[src/shared/unb_pkg.sv]
/*
  Shared constants and types for the nine-bit serial port.
  Assumes a 32-bit APB bus on a single 25 MHz clock.
*/
`default_nettype none

package unb_pkg;

  // ==========================================================================
  // Register map (byte addresses)
  localparam logic [11:0] UNB_SERIAL_CONTROL_OFS = 12'h000;
  localparam logic [11:0] UNB_SERIAL_BUFFER_OFS  = 12'h004;
  localparam logic [11:0] UNB_POWER_CONTROL_OFS  = 12'h008;
  localparam logic [11:0] UNB_TIMER2_CONTROL_OFS = 12'h00C;

  // ==========================================================================
  // Field positions
  localparam int UNB_TX_DONE_BIT   = 0;
  localparam int UNB_RX_DONE_BIT   = 1;
  localparam int UNB_RX_NINTH_BIT  = 2;
  localparam int UNB_TX_NINTH_BIT  = 3;
  localparam int UNB_MPF_BIT       = 4;
  localparam int UNB_RX_ENABLE_BIT = 5;
  localparam int UNB_MODE_BIT      = 6;
  localparam int UNB_SEND_BIT      = 7;
  localparam int UNB_RX_BUSY_BIT   = 8;
  localparam int UNB_DOUBLER_BIT   = 7;
  localparam int UNB_TX_CSEL_BIT   = 4;
  localparam int UNB_RX_CSEL_BIT   = 5;

  // ==========================================================================
  // Values after reset
  localparam logic [8:0] UNB_RX_SHIFT_INIT = 9'h1FF;
  localparam logic [8:0] UNB_TX_SHIFT_RST  = 9'h1FF;
  localparam logic [7:0] UNB_BUF_RST       = 8'h00;

  // ==========================================================================
  // Rates and counts
  localparam int UNB_CLK_HZ        = 25_000_000;
  localparam int UNB_FIXED_DIV     = 64;
  localparam int UNB_OVERSAMPLE    = 16;
  localparam int UNB_PRESCALE_SLOW = UNB_FIXED_DIV / UNB_OVERSAMPLE;
  localparam int UNB_PRESCALE_FAST = UNB_PRESCALE_SLOW / 2;
  localparam logic [3:0] UNB_CNT_LAST  = 4'hF;
  localparam logic [3:0] UNB_SAMPLE_A  = 4'h7;
  localparam logic [3:0] UNB_SAMPLE_B  = 4'h8;
  localparam logic [3:0] UNB_SAMPLE_C  = 4'h9;

  // ==========================================================================
  // Types
  typedef enum logic [1:0] {UNB_RX_HUNT, UNB_RX_BITS, UNB_RX_TAIL} unb_rx_state_t;

  typedef struct packed {
    logic tx_ninth_bit;
    logic multiproc_filter;
    logic rx_enable;
    logic variable_mode;
  } unb_ctrl_t;

  typedef struct packed {
    logic baud_doubler;
    logic tx_clock_select;
    logic rx_clock_select;
  } unb_rate_t;

endpackage : unb_pkg

`default_nettype wire

[src/logic/unb_serial_port.sv]
/*
  Nine-bit asynchronous serial port: fixed-rate and variable-rate modes, APB slave.
  Assumes timer overflow strobes are one-cycle pulses on pclk; rx_line is asynchronous.
*/
// The register offsets and the APB register port were left to the implementer.
`default_nettype none

// What this block does
// - Frame is start, 8 LSB-first, ninth, stop
// - Transmitted ninth bit comes from tx_ninth_bit
// - Fixed mode rate osc/64, osc/32 when doubled
// - Variable mode rate from selected timer overflow
// - Buffer write while not sending loads shifter and ninth bit, requests
// - Transmission starts at next counter rollover
// - Start bit, then data, then shifting
// - First shift inserts one, later zeros
// - Stop condition: last shift, end, set done
// - Receiver oversamples, starts on falling edge
// - Falling edge resets counter, loads 1FF
// - Majority of samples seven, eight, nine
// - Non-zero start bit returns to hunting
// - Nine-bit receive shifter, final shift at start
// - Load only if done clear and filter passes
// - Failed conditions discard frame, flag untouched
// - Load ninth bit, byte, set done flag
// - Hunt again fifteen ticks after final shift
// - Received stop bit value is ignored

module unb_serial_port
  import unb_pkg::*;
(
  input  wire logic        pclk,
  input  wire logic        presetn,
  input  wire logic        psel,
  input  wire logic        penable,
  input  wire logic        pwrite,
  input  wire logic [11:0] paddr,
  input  wire logic [31:0] pwdata,
  output var  logic [31:0] prdata,
  output var  logic        pready,
  output var  logic        pslverr,
  input  wire logic        timer1_ovf,
  input  wire logic        timer2_ovf,
  input  wire logic        rx_line,
  output var  logic        tx_line
);

  // ==========================================================================
  // Registers and strobes
  unb_ctrl_t     ctrl_reg;
  unb_rate_t     rate_reg;
  logic          tx_done_flag;
  logic          rx_done_flag;
  logic          rx_ninth_bit;
  logic [7:0]    rx_buf_reg;
  logic          acc_wr;
  logic          acc_rd;
  logic          wr_ctrl;
  logic          wr_buf;
  logic          clr_tx_done;
  logic          clr_rx_done;
  logic          mapped;

  assign acc_wr      = psel && penable && pwrite;
  assign acc_rd      = psel && !penable && !pwrite;
  assign wr_ctrl     = acc_wr && (paddr == UNB_SERIAL_CONTROL_OFS);
  assign wr_buf      = acc_wr && (paddr == UNB_SERIAL_BUFFER_OFS);
  assign clr_tx_done = wr_ctrl && pwdata[UNB_TX_DONE_BIT];
  assign clr_rx_done = wr_ctrl && pwdata[UNB_RX_DONE_BIT];
  assign mapped      = (paddr == UNB_SERIAL_CONTROL_OFS) || (paddr == UNB_SERIAL_BUFFER_OFS) ||
                       (paddr == UNB_POWER_CONTROL_OFS) || (paddr == UNB_TIMER2_CONTROL_OFS);
  assign pready      = 1'b1;

  // ==========================================================================
  // Control register writes
  always_ff @(posedge pclk or negedge presetn) begin
    if (!presetn) begin
      ctrl_reg <= '0;
      rate_reg <= '0;
    end else if (acc_wr) begin
      if (paddr == UNB_SERIAL_CONTROL_OFS) begin
        ctrl_reg.tx_ninth_bit     <= pwdata[UNB_TX_NINTH_BIT];
        ctrl_reg.multiproc_filter <= pwdata[UNB_MPF_BIT];
        ctrl_reg.rx_enable        <= pwdata[UNB_RX_ENABLE_BIT];
        ctrl_reg.variable_mode    <= pwdata[UNB_MODE_BIT];
      end
      if (paddr == UNB_POWER_CONTROL_OFS) begin
        rate_reg.baud_doubler <= pwdata[UNB_DOUBLER_BIT];
      end
      if (paddr == UNB_TIMER2_CONTROL_OFS) begin
        rate_reg.tx_clock_select <= pwdata[UNB_TX_CSEL_BIT];
        rate_reg.rx_clock_select <= pwdata[UNB_RX_CSEL_BIT];
      end
    end
  end

  // ==========================================================================
  // Rate ticks at sixteen times the bit rate
  logic [1:0] pre_cnt;
  logic       fixed_tick;
  logic       tx_tick;
  logic       rx_tick;
  logic [1:0] pre_last;

  assign pre_last   = rate_reg.baud_doubler ? 2'(UNB_PRESCALE_FAST - 1) : 2'(UNB_PRESCALE_SLOW - 1);
  assign fixed_tick = (pre_cnt >= pre_last);

  always_ff @(posedge pclk or negedge presetn) begin
    if (!presetn) begin
      pre_cnt <= 2'h0;
    end else if (fixed_tick) begin
      pre_cnt <= 2'h0;
    end else begin
      pre_cnt <= pre_cnt + 2'h1;
    end
  end

  assign tx_tick = ctrl_reg.variable_mode ? (rate_reg.tx_clock_select ? timer2_ovf : timer1_ovf)
                                          : fixed_tick;
  assign rx_tick = ctrl_reg.variable_mode ? (rate_reg.rx_clock_select ? timer2_ovf : timer1_ovf)
                                          : fixed_tick;

  // ==========================================================================
  // Transmitter
  logic [3:0] tx_cnt;
  logic       tx_roll;
  logic       tx_pending;
  logic       send_phase;
  logic       data_phase;
  logic       tx_shifted;
  logic [8:0] tx_shift_reg;
  logic       tx_stop_cond;
  logic       tx_finish;
  logic [7:0] tx_byte_reg;

  assign tx_roll      = tx_tick && (tx_cnt == UNB_CNT_LAST);
  assign tx_stop_cond = tx_shifted && (tx_shift_reg[8:2] == 7'h00) && tx_shift_reg[1];
  assign tx_finish    = tx_roll && send_phase && data_phase && tx_stop_cond;

  always_ff @(posedge pclk or negedge presetn) begin
    if (!presetn) begin
      tx_cnt <= 4'h0;
    end else if (tx_tick) begin
      tx_cnt <= tx_cnt + 4'h1;
    end
  end

  always_ff @(posedge pclk or negedge presetn) begin
    if (!presetn) begin
      tx_pending   <= 1'b0;
      send_phase   <= 1'b0;
      data_phase   <= 1'b0;
      tx_shifted   <= 1'b0;
      tx_shift_reg <= UNB_TX_SHIFT_RST;
      tx_byte_reg  <= UNB_BUF_RST;
    end else if (wr_buf && !send_phase) begin
      tx_shift_reg <= {ctrl_reg.tx_ninth_bit, pwdata[7:0]};
      tx_byte_reg  <= pwdata[7:0];
      tx_pending   <= 1'b1;
    end else if (tx_roll) begin
      if (!send_phase && tx_pending) begin
        send_phase <= 1'b1;
        tx_pending <= 1'b0;
      end else if (send_phase && !data_phase) begin
        data_phase <= 1'b1;
      end else if (send_phase && tx_stop_cond) begin
        tx_shift_reg <= {1'b0, tx_shift_reg[8:1]};
        send_phase   <= 1'b0;
        data_phase   <= 1'b0;
        tx_shifted   <= 1'b0;
      end else if (send_phase) begin
        tx_shift_reg <= {!tx_shifted, tx_shift_reg[8:1]};
        tx_shifted   <= 1'b1;
      end
    end
  end

  always_ff @(posedge pclk or negedge presetn) begin
    if (!presetn) begin
      tx_line <= 1'b1;
    end else begin
      tx_line <= !send_phase ? 1'b1 : (data_phase ? tx_shift_reg[0] : 1'b0);
    end
  end

  always_ff @(posedge pclk or negedge presetn) begin
    if (!presetn) begin
      tx_done_flag <= 1'b0;
    end else if (tx_finish) begin
      tx_done_flag <= 1'b1;
    end else if (clr_tx_done) begin
      tx_done_flag <= 1'b0;
    end
  end

  // ==========================================================================
  // Receive line synchroniser and sampler
  logic       rx_meta;
  logic       rx_sync;
  logic       rx_prev;
  logic [2:0] rx_samp;
  logic       rx_major;

  always_ff @(posedge pclk or negedge presetn) begin
    if (!presetn) begin
      rx_meta <= 1'b1;
      rx_sync <= 1'b1;
    end else begin
      rx_meta <= rx_line;
      rx_sync <= rx_meta;
    end
  end

  always_ff @(posedge pclk or negedge presetn) begin
    if (!presetn) begin
      rx_prev <= 1'b1;
    end else if (rx_tick) begin
      rx_prev <= rx_sync;
    end
  end

  // ==========================================================================
  // Receiver
  unb_rx_state_t rx_state;
  logic [3:0]    rx_cnt;
  logic [8:0]    rx_shift_reg;
  logic          rx_fall;
  logic          rx_decide;
  logic [8:0]    rx_next;
  logic          rx_final;
  logic          rx_load_ok;

  assign rx_fall    = rx_tick && ctrl_reg.rx_enable && rx_prev && !rx_sync;
  assign rx_major   = (rx_samp[0] & rx_samp[1]) | (rx_samp[1] & rx_sync) | (rx_samp[0] & rx_sync);
  assign rx_decide  = rx_tick && (rx_cnt == UNB_SAMPLE_C) && (rx_state == UNB_RX_BITS);
  assign rx_next    = {rx_shift_reg[7:0], rx_major};
  assign rx_final   = rx_decide && !rx_shift_reg[8] && (rx_shift_reg != UNB_RX_SHIFT_INIT);
  assign rx_load_ok = !rx_done_flag && (!ctrl_reg.multiproc_filter || rx_major);

  always_ff @(posedge pclk or negedge presetn) begin
    if (!presetn) begin
      rx_samp <= 3'h7;
    end else if (rx_tick && ((rx_cnt == UNB_SAMPLE_A) || (rx_cnt == UNB_SAMPLE_B))) begin
      rx_samp <= {rx_samp[1:0], rx_sync};
    end
  end

  always_ff @(posedge pclk or negedge presetn) begin
    if (!presetn) begin
      rx_state     <= UNB_RX_HUNT;
      rx_cnt       <= 4'h0;
      rx_shift_reg <= UNB_RX_SHIFT_INIT;
    end else begin
      case (rx_state)
        UNB_RX_HUNT: begin
          if (rx_fall) begin
            rx_cnt       <= 4'h0;
            rx_shift_reg <= UNB_RX_SHIFT_INIT;
            rx_state     <= UNB_RX_BITS;
          end
        end
        UNB_RX_BITS: begin
          if (rx_tick) begin
            rx_cnt <= rx_cnt + 4'h1;
          end
          if (rx_decide) begin
            if (rx_shift_reg == UNB_RX_SHIFT_INIT && rx_major) begin
              rx_state <= UNB_RX_HUNT;
            end else begin
              rx_shift_reg <= rx_next;
              if (rx_final) begin
                rx_state <= UNB_RX_TAIL;
              end
            end
          end
        end
        UNB_RX_TAIL: begin
          if (rx_tick) begin
            rx_cnt <= rx_cnt + 4'h1;
            if (rx_cnt == UNB_SAMPLE_B) begin
              rx_state <= UNB_RX_HUNT;
            end
          end
        end
        default: begin
          rx_state <= UNB_RX_HUNT;
        end
      endcase
    end
  end

  always_ff @(posedge pclk or negedge presetn) begin
    if (!presetn) begin
      rx_buf_reg   <= UNB_BUF_RST;
      rx_ninth_bit <= 1'b0;
    end else if (rx_final && rx_load_ok) begin
      rx_ninth_bit <= rx_major;
      rx_buf_reg   <= {rx_next[1], rx_next[2], rx_next[3], rx_next[4],
                       rx_next[5], rx_next[6], rx_next[7], rx_next[8]};
    end
  end

  always_ff @(posedge pclk or negedge presetn) begin
    if (!presetn) begin
      rx_done_flag <= 1'b0;
    end else if (rx_final && rx_load_ok) begin
      rx_done_flag <= 1'b1;
    end else if (clr_rx_done) begin
      rx_done_flag <= 1'b0;
    end
  end

  // ==========================================================================
  // Read data and error, captured in the setup cycle
  always_ff @(posedge pclk or negedge presetn) begin
    if (!presetn) begin
      prdata  <= 32'h0000_0000;
      pslverr <= 1'b0;
    end else if (psel && !penable) begin
      pslverr <= !mapped;
      prdata  <= 32'h0000_0000;
      if (acc_rd) begin
        case (paddr)
          UNB_SERIAL_CONTROL_OFS: begin
            prdata[UNB_TX_DONE_BIT]   <= tx_done_flag;
            prdata[UNB_RX_DONE_BIT]   <= rx_done_flag;
            prdata[UNB_RX_NINTH_BIT]  <= rx_ninth_bit;
            prdata[UNB_TX_NINTH_BIT]  <= ctrl_reg.tx_ninth_bit;
            prdata[UNB_MPF_BIT]       <= ctrl_reg.multiproc_filter;
            prdata[UNB_RX_ENABLE_BIT] <= ctrl_reg.rx_enable;
            prdata[UNB_MODE_BIT]      <= ctrl_reg.variable_mode;
            prdata[UNB_SEND_BIT]      <= send_phase;
            prdata[UNB_RX_BUSY_BIT]   <= (rx_state != UNB_RX_HUNT);
          end
          UNB_SERIAL_BUFFER_OFS:  prdata[7:0] <= rx_buf_reg;
          UNB_POWER_CONTROL_OFS:  prdata[UNB_DOUBLER_BIT] <= rate_reg.baud_doubler;
          UNB_TIMER2_CONTROL_OFS: begin
            prdata[UNB_TX_CSEL_BIT] <= rate_reg.tx_clock_select;
            prdata[UNB_RX_CSEL_BIT] <= rate_reg.rx_clock_select;
          end
          default: prdata <= 32'h0000_0000;
        endcase
      end
    end
  end

  // ==========================================================================
  // Assertions
  property p_idle_high;
    @(posedge pclk) disable iff (!presetn) !send_phase |=> tx_line;
  endproperty
  a_idle_high: assert property (p_idle_high) else $error("Line not high while idle");

  property p_start_low;
    @(posedge pclk) disable iff (!presetn) (send_phase && !data_phase) |=> !tx_line;
  endproperty
  a_start_low: assert property (p_start_low) else $error("Start bit not low");

  property p_start_on_roll;
    @(posedge pclk) disable iff (!presetn) $rose(send_phase) |-> $past(tx_roll) && $past(tx_pending);
  endproperty
  a_start_on_roll: assert property (p_start_on_roll) else $error("Send began off rollover");

  property p_done_set;
    @(posedge pclk) disable iff (!presetn) tx_finish |=> tx_done_flag && !send_phase;
  endproperty
  a_done_set: assert property (p_done_set) else $error("Transmit done not set");

  property p_fixed_rate;
    @(posedge pclk) disable iff (!presetn)
      (fixed_tick && !rate_reg.baud_doubler) ##1 (!rate_reg.baud_doubler) [*4]
        |-> fixed_tick && !$past(fixed_tick) && !$past(fixed_tick, 2) && !$past(fixed_tick, 3);
  endproperty
  a_fixed_rate: assert property (p_fixed_rate) else $error("Fixed tick spacing wrong");

  property p_rx_arm;
    @(posedge pclk) disable iff (!presetn)
      (rx_state == UNB_RX_HUNT && rx_fall) |=> rx_cnt == 4'h0 && rx_shift_reg == UNB_RX_SHIFT_INIT;
  endproperty
  a_rx_arm: assert property (p_rx_arm) else $error("Receiver not armed on edge");

  property p_false_start;
    @(posedge pclk) disable iff (!presetn)
      (rx_decide && rx_shift_reg == UNB_RX_SHIFT_INIT && rx_major) |=> rx_state == UNB_RX_HUNT;
  endproperty
  a_false_start: assert property (p_false_start) else $error("False start accepted");

  property p_discard;
    @(posedge pclk) disable iff (!presetn) (rx_final && !rx_load_ok) |=> $stable(rx_buf_reg) && $stable(rx_ninth_bit);
  endproperty
  a_discard: assert property (p_discard) else $error("Discarded frame changed buffer");

  property p_load;
    @(posedge pclk) disable iff (!presetn) (rx_final && rx_load_ok) |=> rx_done_flag && rx_ninth_bit == $past(rx_major);
  endproperty
  a_load: assert property (p_load) else $error("Frame not loaded");

  property p_sticky;
    @(posedge pclk) disable iff (!presetn) (rx_done_flag && !clr_rx_done) |=> rx_done_flag;
  endproperty
  a_sticky: assert property (p_sticky) else $error("Receive flag cleared by hardware");

endmodule : unb_serial_port

`default_nettype wire

[config.mk]
export PLATFORM = sky130hd
export DESIGN_NAME = unb_serial_port
export DESIGN_NICKNAME = d
export VERILOG_FILES = /design/src/shared/unb_pkg.sv /design/src/logic/unb_serial_port.sv
export SDC_FILE = /design/constraint.sdc
export NUM_CORES = 1
export LEC_CHECK = 0
export ABC_AREA = 1
export BUFFER_PORTS_ARGS = -buffer_cell sky130_fd_sc_hd__buf_2
export CORE_ASPECT_RATIO = 1.5
export CORE_MARGIN = 5
export CORE_UTILIZATION = 40
export CTS_CLUSTER_DIAMETER = 50
export DETAILED_ROUTE_END_ITERATION = 10
export SLEW_MARGIN = 40
export SYNTH_ARGS = -nofsm -noshare
export SYNTH_HDL_FRONTEND = slang
export SYNTH_SLANG_ARGS = --single-unit
[constraint.sdc]
create_clock -name pclk -period 1.9 [get_ports pclk]
set_clock_uncertainty 0.15 [all_clocks]
set_input_delay 0.38 -clock pclk [delete_from_list [all_inputs] [get_ports pclk]]
set_output_delay 0.38 -clock pclk [all_outputs]
set_load 0.1 [all_outputs]
==> impl_metrics.csv <==
group,metric,value,unit
clock_network,cts_tree,"done",
sta,holdWs,152,ps
pwr,ir_drop,0.599,mV
routing,vias_per_cell,4.68,
synth,yosysUniqueCellTypes,37,
sta,tns,0,ps
synth,ys_warn_count,0,
setup_path,worstPathMaxFanout,8,
sta,setup_viol,0,
finish,final_common_cell,"nand2_1",
setup_path,critPathMaxStageDelay,380,ps
placement,pre_cts_slack,23.5,ps
clock_network,clk_latency,330,ps
clock_network,cts-htree-levels,3,
routing,drtPass1Iterations,4,
finish,fin_util,49.3,%
routing,drc,0,
floorplanning,row_count,43,
worst_hold_path,hold_path_class,"input port to flip-flop",
floorplanning,dieArea,11400,um^2
clock_network,clk_path_buf_depth,2,
floorplanning,die_height,128,um
flow_run,cap_violations,0,
finish,num-nets-final,601,
floorplanning,die_w,89.0,um
finish,multi_input_area,1740,um^2
global_routing,grt_first_pass_wirelength,13.1,mm
global_routing,track_usage,14.8,%
global_routing,grt_pass1_vias,2937,
synth,yosysSeqAreaShare,46.3,%
setup_path,cp.arrival,1890,ps
setup_path,critPathSlowestCell,"dfrtp_1",
setup_path,cp_num_buf_inv,2,
clock_network,cts.clk_slew.worst_paths,50,ps
placement,place.gp.congestion,0.777,
synth,synth_cells,472,
clock_network,clock_sinks,68,
run_status,status,"finished, final reports clean",
finish,regArea,1730,um^2
routing,routed_wl,7.98,mm
sta,drv_slew,0,
finish,drive_gt1_share,26.7,%
finish,final_cell_mix,"nand2_1, inv_1, dfrtp_1, buf_2, nor2_1",
floorplanning,io_pins,87,
synth,synth_top_area_cell,"dfrtp_1",
setup_path,critical_path.cell_chain,"ha_1 > nand2_1 > nand2_2 > nand2_4 > nand2_8 > nand2_2 > nand2_2 > nand2_2 > clkinv_4 > buf_6 > nand3_1 > nand2_1",
setup_path,end_kind,"flip-flop",
setup_path,cp-start-kind,"flip-flop",
sta,rsz0062_at_grt,"true",
floorplanning,core_area,9200,um^2
global_routing,grt_max_degree,69,
sta,hold_viol_final,0,
routing,drt_iter0_drc,155,
synth,yosysTopAreaCellShare,29.4,%
routing,avgRoutedWirePerCell,12.1,um
global_routing,antenna_found_initial,0,
setup_path,required,2010,ps
synth,synth_area_per_cell,7.93,um^2
synth,synth_area_leaders,"dfrtp_1, dfstp_2, nand2_1, inv_1, buf_4",
floorplanning,start_util,40.7,%
routing,antenna_left,0,
routing,via_count,3078,
global_routing,grt_overflow,0,
sta,fin_ws,119,ps
finish,n_fill_cell,905,
setup_path,crit_top_cell,"nand2_2",
setup_path,crit_family,"simple AND/OR/NAND/NOR gates",
synth,synth-seq-cells,68,
finish,antennaDiodeCount,0,
placement,port_buffers,38,
sta,min_period,1780,ps
clock_network,clock-root-buffer,"clkbuf_16",
placement,dpl.hpwl,6.00,mm
setup_path,critical_path_class,"flip-flop to flip-flop",
pwr,p_per_area,1180,nW/um^2
sta,fmax,562,MHz
pwr,p_leak,2.36,nW
clock_network,cts_made_buffers,9,
sta,post-route-period-util,93.7,%
synth,synth_area,3740,um^2
finish,areaGrowthSynthToFinish,21.2,%
cells by family after synthesis:
group                    after synthesis  synth area share [%]
buffers and inverters                 88                  11.6
AO/OA/AOI/OAI                         49                  8.46
other                                  2                 0.201
AND/OR/NAND/NOR                      252                  29.6
flip-flops                            68                  46.3
multiplexers                           1                 0.301
adder cells (fa/ha/maj)                8                  2.67
XOR/XNOR                               4                 0.936
cells in the mapped netlist:
master,number
nor2_8,1
o211ai_1,3
o21ai_1,3
o31ai_1,2
ha_1,8
nor3_2,1
xor2_1,2
o21bai_4,1
nand3_1,27
nor2_1,29
inv_1,56
nand4_4,1
clkinv_1,1
buf_6,1
nand2_1,165
o21ai_2,7
a21oi_4,1
nor2_2,2
o22ai_1,3
nor3_4,1
a21boi_0,1
conb_1,2
a31oi_1,1
or2_2,6
o21ai_0,27
nor3b_1,1
nor3_1,3
inv_4,1
dfrtp_1,44
xnor2_1,2
nand2_2,9
inv_2,4
dfstp_2,24
nand4_1,4
nor2_4,2
buf_4,25
mux2_2,1
cell type report:
cell class / instances / share of cell area (%)
Multi-Input combinational cell: 340 / 38.3
Sequential cell: 68 / 38.2
Timing Repair Buffer: 60 / 8.41
Inverter: 62 / 5.24
Clock buffer: 12 / 5.21
Tap cell: 112 / 3.09
Clock inverter: 4 / 1.63
routing by layer:
layer	vias to the layer above	track usage [%]	share of wire [%]
met4	0	5.43	1.6
met5	-	0	0
met3	10	3.91	5.0
met1	1443	17.0	41
li1	1570	-	-
met2	55	25.9	53
final timing paths:
kind                       startpoint              end  slack [ps]  cells after the start
setup / recovery           pre_cnt[1]  rx_shift_reg[0]         120                     12
hold / removal              pwdata[6]      ctrl_reg[0]         150                      3
setup reg to reg           pre_cnt[1]  rx_shift_reg[0]         120                     12
hold reg to reg               rx_meta          rx_sync         210                      0
max in group asynchronous     presetn  rx_shift_reg[1]         810                      3
min in group asynchronous     presetn        rx_cnt[3]         440                      3
stage by stage:
stage	cell area [um^2]	instances	power (mW)
after global routing	4540	658	5.76
after CTS	4410	651	5.37
after floorplan	3830	494	3.19
after global placement	4080	633	3.56
final	4540	658	5.38
after detailed placement	4080	633	3.60
power by group:
group          leakage (nW)  switching [mW]  internal, mW
Sequential            0.801           0.206          1.83
Clock                 0.151           0.587          1.15
Combinational          1.41            1.04         0.564
Total                  2.36            1.83          3.55
worst register-to-register path, cell delays in order, from the launching register on:
cell	delay [ps]
dfrtp_1	380
ha_1	290
nand2_1	70
nand2_2	80
nand2_4	90
nand2_8	70
nand2_2	80
nand2_2	50
nand2_2	110
clkinv_4	100
buf_6	130
nand3_1	70
nand2_1	60
what timing repair did:
action | in CTS | in global routing
setup buffers | 0 | 4
hold buffers | 2 | 0
hold endpoints to repair | 45 | 0
endpoints found under the setup margin | 0 | 33
gates resized for setup | 0 | 20
Power figures use the tool's default switching activity.
